### src/itw_pkg.sv
package itw_pkg;
  // Byte addresses of the registers on the Wishbone bus
  localparam logic [7:0] ADDR_COUNT_CTL = 8'hec;
  localparam logic [7:0] ADDR_WDT_LIMIT = 8'hf0;
  localparam logic [7:0] ADDR_FLAGS = 8'hf4;

  // Clock control register fields
  localparam int CTL_SRC_LSB = 0;
  localparam int CTL_SRC_W = 3;
  localparam int CTL_ICLR_BIT = 3;
  localparam int CTL_WMODE_BIT = 4;
  localparam int CTL_RCSEL_BIT = 5;
  localparam logic [7:0] CTL_RESET = 8'h10;

  // Watchdog limit register fields
  localparam int WLIM_W = 7;
  localparam int WLIM_CLR_BIT = 7;
  localparam logic [6:0] WLIM_RESET = 7'h7f;

  // Flag register fields, write one to clear
  localparam int FLAG_IOVF_BIT = 0;
  localparam int FLAG_WMATCH_BIT = 1;

  // Prescaler: code 0 divides by 8, each code doubles, code 7 divides by 1024
  localparam int PRE_W = 10;
  localparam logic [PRE_W-1:0] PRE_BASE_MASK = 10'h007;
  localparam int CNT_W = 8;
  localparam logic [7:0] CNT_MAX = 8'hff;

  // Core clock rate; one machine cycle is one enabled clock
  localparam int CLK_HZ = 20000000;
  localparam int DATA_W = 32;
endpackage : itw_pkg

### src/itw_timer.sv
`timescale 1ns/1ns
`default_nettype none
module itw_timer #(
  parameter int ADR_W = 8
) (
  input wire logic CLOCK,
  input wire logic RESETN,
  input wire logic CE,
  input wire logic STOP_MODE,
  input wire logic RC_OSC,
  input wire logic WB_CYC_I,
  input wire logic WB_STB_I,
  input wire logic WB_WE_I,
  input wire logic [ADR_W-1:0] WB_ADR_I,
  input wire logic [3:0] WB_SEL_I,
  input wire logic [itw_pkg::DATA_W-1:0] WB_DAT_I,
  output logic [itw_pkg::DATA_W-1:0] WB_DAT_O,
  output logic WB_ACK_O,
  output logic RC_MODE,
  output logic INTERVAL_FLAG,
  output logic WATCHDOG_FLAG,
  output logic WDT_RESET
);

  typedef struct packed {
    logic [itw_pkg::PRE_W-1:0] pre;
    logic [itw_pkg::CNT_W-1:0] cnt;
    logic [7:0] ctl;
    logic [itw_pkg::WLIM_W-1:0] wlim;
    logic wclr;
    logic [itw_pkg::WLIM_W-1:0] wcnt;
    logic iflag;
    logic wflag;
    logic wrst;
    logic ack;
    logic [7:0] rdat;
    logic rc_s1;
    logic rc_s2;
    logic rc_d;
    logic stop_d;
    logic rcm;
  } itw_state_t;

  itw_state_t s_reg;
  itw_state_t s_next;

  logic [itw_pkg::PRE_W-1:0] pre_mask;
  logic ptick;
  logic rc_edge;
  logic itick;
  logic wtick;
  logic wmatch;
  logic [itw_pkg::WLIM_W-1:0] wcnt_inc;
  logic bus_req;
  logic bus_wr;
  logic hit_ctl;
  logic hit_wlim;
  logic hit_flags;
  logic wr_iclr;
  logic wr_wclr;

  // Address decode; unmapped addresses still answer and read as zero
  assign hit_ctl = WB_ADR_I[7:2] == itw_pkg::ADDR_COUNT_CTL[7:2];
  assign hit_wlim = WB_ADR_I[7:2] == itw_pkg::ADDR_WDT_LIMIT[7:2];
  assign hit_flags = WB_ADR_I[7:2] == itw_pkg::ADDR_FLAGS[7:2];
  assign bus_req = WB_CYC_I && WB_STB_I && !s_reg.ack;
  // Writes land on the edge where the master sees ack, as classic cycles expect
  assign bus_wr = WB_CYC_I && WB_STB_I && WB_WE_I && s_reg.ack && WB_SEL_I[0];
  assign wr_iclr = bus_wr && hit_ctl && WB_DAT_I[itw_pkg::CTL_ICLR_BIT];
  assign wr_wclr = bus_wr && hit_wlim && WB_DAT_I[itw_pkg::WLIM_CLR_BIT];

  // Prescaler taps: the mask widens by one bit per select code
  always_comb begin
    pre_mask = itw_pkg::PRE_BASE_MASK;
    for (int i = 0; i < 7; i++) begin
      if (i < int'(s_reg.ctl[itw_pkg::CTL_SRC_LSB +: itw_pkg::CTL_SRC_W])) begin
        pre_mask = {pre_mask[itw_pkg::PRE_W-2:0], 1'b1};
      end
    end
  end

  assign ptick = (s_reg.pre & pre_mask) == pre_mask;
  assign rc_edge = s_reg.rc_s2 && !s_reg.rc_d;
  // In RC mode the interval timer steps on each RC period; otherwise the prescaler,
  // which halts with the main oscillator in plain stop mode
  assign itick = s_reg.rcm ? rc_edge : (!STOP_MODE && ptick);
  assign wtick = itick && (s_reg.cnt == itw_pkg::CNT_MAX) && !s_reg.ctl[itw_pkg::CTL_ICLR_BIT];
  assign wcnt_inc = s_reg.wcnt + 7'h01;
  assign wmatch = wtick && (wcnt_inc == s_reg.wlim) && !s_reg.wclr;

  always_comb begin
    s_next = s_reg;
    s_next.wrst = 1'b0;
    // RC oscillator pin: two flops before anything reads it
    s_next.rc_s1 = RC_OSC;
    s_next.rc_s2 = s_reg.rc_s1;
    s_next.rc_d = s_reg.rc_s2;
    s_next.stop_d = STOP_MODE;
    // RC mode is chosen at the moment stop is entered and lasts until stop ends
    if (!STOP_MODE) begin
      s_next.rcm = 1'b0;
    end else if (!s_reg.stop_d && s_reg.ctl[itw_pkg::CTL_RCSEL_BIT]) begin
      s_next.rcm = 1'b1;
    end
    // Prescaler runs only while the main oscillator does
    if (!STOP_MODE) begin
      s_next.pre = s_reg.pre + 10'h001;
    end
    // Interval counter: no stop control exists, only the clear bit
    if (s_reg.ctl[itw_pkg::CTL_ICLR_BIT]) begin
      s_next.ctl[itw_pkg::CTL_ICLR_BIT] = 1'b0;
    end
    if (itick) begin
      s_next.cnt = s_reg.cnt + 8'h01;
    end
    // Watchdog steps on interval overflow; held in stop unless RC clocked
    if (s_reg.wclr) begin
      s_next.wclr = 1'b0;
    end
    if (wmatch) begin
      s_next.wcnt = '0;
      if (s_reg.ctl[itw_pkg::CTL_WMODE_BIT]) begin
        s_next.wrst = 1'b1;
      end
    end else if (wtick) begin
      s_next.wcnt = wcnt_inc;
    end
    // Flags: hardware set beats a software clear in the same cycle
    if (bus_wr && hit_flags && WB_DAT_I[itw_pkg::FLAG_IOVF_BIT]) begin
      s_next.iflag = 1'b0;
    end
    if (bus_wr && hit_flags && WB_DAT_I[itw_pkg::FLAG_WMATCH_BIT]) begin
      s_next.wflag = 1'b0;
    end
    if (itick && s_reg.cnt == itw_pkg::CNT_MAX) begin
      s_next.iflag = 1'b1;
    end
    if (wmatch && !s_reg.ctl[itw_pkg::CTL_WMODE_BIT]) begin
      s_next.wflag = 1'b1;
    end
    // Register writes
    if (bus_wr && hit_ctl) begin
      s_next.ctl = WB_DAT_I[7:0];
    end
    if (bus_wr && hit_wlim) begin
      s_next.wlim = WB_DAT_I[itw_pkg::WLIM_W-1:0];
      s_next.wclr = WB_DAT_I[itw_pkg::WLIM_CLR_BIT];
    end
    // Clears override counting; interval clear also realigns the prescaler
    if (wr_iclr) begin
      s_next.cnt = '0;
      s_next.pre = '0;
    end
    if (wr_wclr) begin
      s_next.wcnt = '0;
    end
    // Bus answer: one cycle after the request, dropped the cycle after
    s_next.ack = bus_req;
    if (bus_req) begin
      unique case (1'b1)
        hit_ctl: s_next.rdat = s_reg.cnt;
        hit_wlim: s_next.rdat = {s_reg.wclr, s_reg.wlim};
        hit_flags: s_next.rdat = {6'h00, s_reg.wflag, s_reg.iflag};
        default: s_next.rdat = 8'h00;
      endcase
    end
  end

  // Single state register; clock enable freezes everything
  always_ff @(posedge CLOCK) begin
    if (!RESETN) begin
      s_reg <= '0;
      s_reg.ctl <= itw_pkg::CTL_RESET;
      s_reg.wlim <= itw_pkg::WLIM_RESET;
    end else if (CE) begin
      s_reg <= s_next;
    end
  end

  assign WB_DAT_O = {24'h000000, s_reg.rdat};
  assign WB_ACK_O = s_reg.ack;
  assign RC_MODE = s_reg.rcm;
  assign INTERVAL_FLAG = s_reg.iflag;
  assign WATCHDOG_FLAG = s_reg.wflag;
  assign WDT_RESET = s_reg.wrst;
endmodule : itw_timer
`default_nettype wire

### config.mk
export PLATFORM = sky130hd
export DESIGN_NAME = itw_timer
export DESIGN_NICKNAME = d
export VERILOG_FILES = /design/src/itw_pkg.sv /design/src/itw_timer.sv
export SDC_FILE = /design/constraint.sdc
export NUM_CORES = 1
export LEC_CHECK = 0
export BUFFER_PORTS_ARGS = -buffer_cell sky130_fd_sc_hd__clkbuf_2
export CORE_AREA = 3 3 98 100
export CTS_CLUSTER_SIZE = 10
export DETAILED_ROUTE_END_ITERATION = 10
export DIE_AREA = 0 0 101 103
export GPL_TIMING_DRIVEN = 0
export PLACE_DENSITY_LB_ADDON = 0.12
export SLEW_MARGIN = 0
export SYNTH_ARGS = -nofsm -noshare
export SYNTH_HDL_FRONTEND = slang
export SYNTH_SLANG_ARGS = --single-unit
### constraint.sdc
create_clock -name CLOCK -period 4.1 [get_ports CLOCK]
set_input_delay 0.82 -clock CLOCK [delete_from_list [all_inputs] [get_ports CLOCK]]
set_output_delay 0.82 -clock CLOCK [all_outputs]
set_load 0.05 [all_outputs]
======== Yosys cells after proc, flatten, opt, wreduce, memory -nomap -nowiden ========
Cells that the tools add are included.
word-level totals
  bits in registers ....................... 56
  bits of input ports ..................... 52
  output and inout port bits .............. 37
  logic and storage cells ................. 101
cells by class
  muxes and demuxes ....................... 25
  equality and inequality tests ........... 8
  $lt $le $gt $ge ......................... 7
  add/sub/neg operators ................... 3
  bitwise gates (word level) .............. 1
  reduce and logical (&&, ||, !) cells .... 40
operators with widths
  kind                     number
  $mux W10                 4
  $mux W7                  4
  $pmux W8 S3              1
  $logic_and A1 B1 Y1      20
  $eq A6 B6 Y1 const B     3
  $mux W18                 1
  $reduce_and A2 Y1        9
  $add A10 B1 Y10 const B  1
  $and A10 B10 Y10         1
  $eq A10 B10 Y1           1
  $mux W1                  10
  $lt A3 B3 Y1 const A     3
  $add A8 B1 Y8 const B    1
  $eq A8 B8 Y1 const B     1
  $mux W4                  2
  $mux W8                  1
  $add A7 B1 Y7 const B    1
  $eq A7 B7 Y1             1
  $logic_not A1 Y1         7
  $lt A1 B3 Y1 const A     2
  $lt A2 B3 Y1 const A     2
  $mux W6                  1
  $reduce_bool A2 Y1       3
  $mux W5                  1
  other kinds (2)          3

======== Depth between registers and ports, before layout ========
  word-level depth ........................ 19
  gate-level depth with buffers ........... 8
  depth with buffers taken out ............ 7

======== Worst setup path after synthesis ========
Ideal clock, no wire load.
  kind .................................... input -> register
  start ................................... input port WB_ADR_I[4]
  end ..................................... register s_reg[47] (netlist name)
  library setup time ...................... 0.071 ns
  slack ................................... 1.585 ns
  arrival time ............................ 2.444 ns
  cell stages on the path ................. 6
  cells stage by stage .................... nand3b_2 nor4_4 a32oi_2 buf_6 or4_1 a21oi_1
on the way
  cells in the longest elaborated chain, start to end .. 5
ends and longest elaborated chain
  item                                 line              source
  from (decl)                          itw_timer.sv:14   input wire logic [ADR_W-1:0] WB_ADR_I,
  $eq A6 B6 Y1 *                       itw_timer.sv:63   assign hit_ctl = WB_ADR_I[7:2] == itw_pkg::ADDR_COUNT_CTL[7:2];
  $logic_and A1 B1 Y1 * (2 in series)  itw_timer.sv:69   assign wr_iclr = bus_wr && hit_ctl && WB_DAT_I[itw_pkg::CTL_ICLR_BIT];
  $reduce_bool A2 Y1 (no source line)  --
  $reduce_and A2 Y1 (no source line)   --
  to (signal assigned)                 itw_timer.sv:176  s_reg <= s_next;
  to (decl)                            itw_timer.sv:44   itw_state_t s_reg;
Mark *: on every way between the ends. The rest lies on a longest branch, timed or not.
A chain may end at the register's enable or synchronous reset.

======== Worst setup path after layout ========
  start ................................... input port WB_ADR_I[6]
  end ..................................... register s_reg[19] (netlist name)
on the way
  cells in the longest elaborated chain, start to end .. 5
ends and longest elaborated chain
  item                                 line             source
  $eq A6 B6 Y1 *                       itw_timer.sv:64  assign hit_wlim = WB_ADR_I[7:2] == itw_pkg::ADDR_WDT_LIMIT[7:2];
  $logic_and A1 B1 Y1 * (2 in series)  itw_timer.sv:70  assign wr_wclr = bus_wr && hit_wlim && WB_DAT_I[itw_pkg::WLIM_CLR_BIT];
  $reduce_bool A3 Y1 (no source line)  --
  $reduce_and A2 Y1 (no source line)   --
Marks and branches as above.

==> impl_metrics.csv <==
group,metric,value,unit
clock_network,cts.repair.resized,0,
run,drv_cap,0,
hold_path,hold_depth,1,
synth,yosysTopAreaCell,"dfxtp_1",
place,io_buffers,35,
worst_setup_path,crit_arrival,3.23,ns
worst_setup_path,reg2reg_depth,7,
pwr,p_int,0.779,mW
clock_network,cts_setup_buffers,0,
synth,synthesis.area,3030,µm²
pwr,pwr-share-comb,0.139,
timing,relSlewSlack,0.0582,
worst_setup_path,critical_path.startpoint,"WB_ADR_I[6]",
route,ant_nets,0,
worst_setup_path,crit_required,4.32,ns
place,placed_area,3430,µm²
timing,fin_crit_sh,0.734,
floorplanning,die_h,103,µm
worst_setup_path,startpoint_type,"primary input",
cells_and_area,area_delta_synth_final,16.6,%
grt,grt_first_pass_wirelength,12100,µm
route,post_drt_wl_per_cell,14.5,µm
clock_network,cts_tree,"done",
cells_and_area,layout.nets,461,
route,drt_wl_total,7450,µm
worst_setup_path,cp-end-kind,"flop",
synth,synthArstFlopShare,0,
timing,fin_ws,1.09,ns
timing,worstMarginPinSlew,1.39,ns
synth,synth_common_cells,"dfxtp_1 (56), buf_4 (32), nand2_1 (31), nand3_1 (25), nor2_1 (19)",
pwr,power_frac_clock,0.343,
cells_and_area,fin_area,3540,µm²
floorplanning,rows,34,
synth,yosys_warnings,0,
route,dr.first_iter.drc_count,89,
floorplanning,die_w,101,µm
floorplanning,coreArea,8760,µm²
cells_and_area,drive_gt1_frac,0.233,
clock_network,cts-hold-fix-buffers,0,
pwr,powerDensity,302,nW/µm²
synth,synth_edf_count,0,
route,dr.pass1.iters,4,
worst_setup_path,reg2reg_from,"s_reg[17]$_SDFFE_PN0P_",
cells_and_area,largest_reg_flops,41,
synth,synth.area.top_cells,"dfxtp_1 (37%), buf_4 (7.9%), nand3_1 (4.1%)",
clock_network,clk_latency,0.31,ns
grt,grt_max_degree,17,
floorplanning,dieArea,10400,µm²
route,drc,0,
pwr,swShare,0.272,
pwr,power_frac_seq,0.518,
grt,grt_pass1_vias,2349,
synth,synth_most_common_cell,"dfxtp_1",
run_status,outcome,"completed",
clock_network,cts_buffer_depth,2,
pwr,p_switching,0.291,mW
timing,hold_viol_final,0,
worst_setup_path,r2r_slack,1.56,ns
worst_setup_path,crit_end,"s_reg[19]$_SDFFE_PN0P_",
worst_setup_path,path_class,"in2reg",
synth,syn_inst,341,
timing,setup_viol,0,
worst_setup_path,r2r-end,"WDT_RESET$_SDFFE_PN0P_",
clock_network,cts_inserted_buffers,5,
cells_and_area,final_core_util,0.404,
hold_path,hold_path_class,"reg2reg",
floorplanning,io-pin-count,89,
pwr,peakVddDrop,0.000149,V
grt,antenna_found_initial,0,
pwr,finalPower,1.07,mW
pwr,leakagePower,1.51,nW
worst_setup_path,worst-path-max-fanout,6,
synth,synth-main-ff-cell,"dfxtp_1",
synth,seq_area_frac_synth,0.370,
timing,setup_tns,0,ns
timing,fin_crit,3.01,ns
floorplanning,initial_core_util,0.346,
grt,overflow,0,
timing,drv_slew,0,
place,place_congestion,0.848,
place,dp.final_hpwl,5770,µm
clock_network,clock_sinks,56,
timing,fmax,0.332,GHz
synth,avgSynthCellArea,8.89,µm²
timing,rsz0062_at_grt,"false",
clock_network,clkTransAtPathRegs,0.10,ns
synth,yosysUniqueCellTypes,60,
route,vias,2605,
clock_network,htreeDepth,2,
place,place_worst_setup_slack,0.796,ns
grt,grt_usage,0.146,
synth,synth_largest_type_area_fraction,0.370,
route,via_per_inst,5.06,
cells_and_area,antennaDiodeCount,0,
clock_network,root_buffer,"clkbuf_8",
timing,clock_skew,0.00891,ns
synth,ys_ff_latch,56,
[critical path, stage by stage]
cell      delay (ns)
clkbuf_2        0.08
nand3_2         0.13
nor4b_1         1.17
and3_1          0.37
o21ai_0         0.14
o21a_1          0.30
a21o_1          0.21
[placed cells by master (no fill, tap or decap), types with 3 or more instances in the layout]
master     count
dfxtp_1       56
clkbuf_2      35
buf_4         32
nand2_1       31
nand3_1       25
conb_1        24
nor2_1        19
nor2b_1       12
xnor2_1       11
clkbuf_1      10
mux2i_1        9
a22oi_1        9
o211a_1        9
a21oi_1        8
o21ai_0        8
xor2_1         8
nand4_1        7
inv_1          5
nor4b_1        5
nand2b_1       5
clkbuf_8       5
a31oi_1        4
o211ai_1       4
o31ai_1        3
or4_1          3
o21a_1         3
and2_1         3
a2111oi_0      3
a21o_1         3
o2bb2ai_1      3
ha_1           3
[per-stage QoR]
step           hold slack [ns]  std cells
2_1_floorplan            0.423        364
3_3_place_gp             0.441        507
3_5_place_dp             0.440        507
4_1_cts                  0.456        515
5_1_grt                  0.468        515
6_report                 0.466        515
[per-layer routing]
metal / vias up / GRT usage / wire [µm]
met4: 0 / 0.0378 / 80
li1: 1304 / - / -
met2: 64 / 0.237 / 3380
met5: - / 0 / 0
met1: 1229 / 0.204 / 3700
met3: 8 / 0.0230 / 295
[power by group through the flow]
| stage | logic (mW) | clock network, mW | registers [mW] |
|---|---|---|---|
| after floorplan | 0.117 | 0 | 0.567 |
| after global placement | 0.149 | 0 | 0.567 |
| after detailed placement | 0.148 | 0 | 0.567 |
| after CTS | 0.149 | 0.378 | 0.554 |
| after global routing | 0.159 | 0.397 | 0.555 |
| final | 0.149 | 0.367 | 0.554 |
[layout make-up]
class                      count  area, µm²
fill                         938       5230
multi-input combinational    261       1690
sequential                    56       1120
buffer                        42        285
timing repair buffer          35        175
tap                          108        135
clock buffer                   6       72.6
clock inverter                 2       35.0
inverter                       5       18.8
[kinds of logic (layout without fill, tap and decap cells)]
family / count (synthesis) / after routing / share of synthesized area
and+or+nand+nor: 139 / 139 / 0.261
xor gates and xnor gates: 19 / 19 / 0.0549
adders and majority gates: 3 / 3 / 0.0124
buffers and inverters: 47 / 90 / 0.100
other: 1 / 24 / 0.00124
muxes: 11 / 11 / 0.0371
DFF: 56 / 56 / 0.370
AOI/OAI and AO/OA: 65 / 65 / 0.164
[how the worst min path moves through the flow]
stage / startpoint / to / slack [ns]
3_5_place_dp: s_reg[36]$_SDFFE_PN1P_ / WATCHDOG_FLAG$_SDFFE_PN0P_ / 0.44
3_3_place_gp: s_reg[36]$_SDFFE_PN1P_ / WATCHDOG_FLAG$_SDFFE_PN0P_ / 0.44
2_1_floorplan: s_reg[36]$_SDFFE_PN1P_ / WATCHDOG_FLAG$_SDFFE_PN0P_ / 0.42
6_report: s_reg[36]$_SDFFE_PN1P_ / WATCHDOG_FLAG$_SDFFE_PN0P_ / 0.47
5_1_grt: s_reg[36]$_SDFFE_PN1P_ / WATCHDOG_FLAG$_SDFFE_PN0P_ / 0.47
4_1_cts: s_reg[36]$_SDFFE_PN1P_ / WATCHDOG_FLAG$_SDFFE_PN0P_ / 0.46
(Power assumes the default switching activity.)
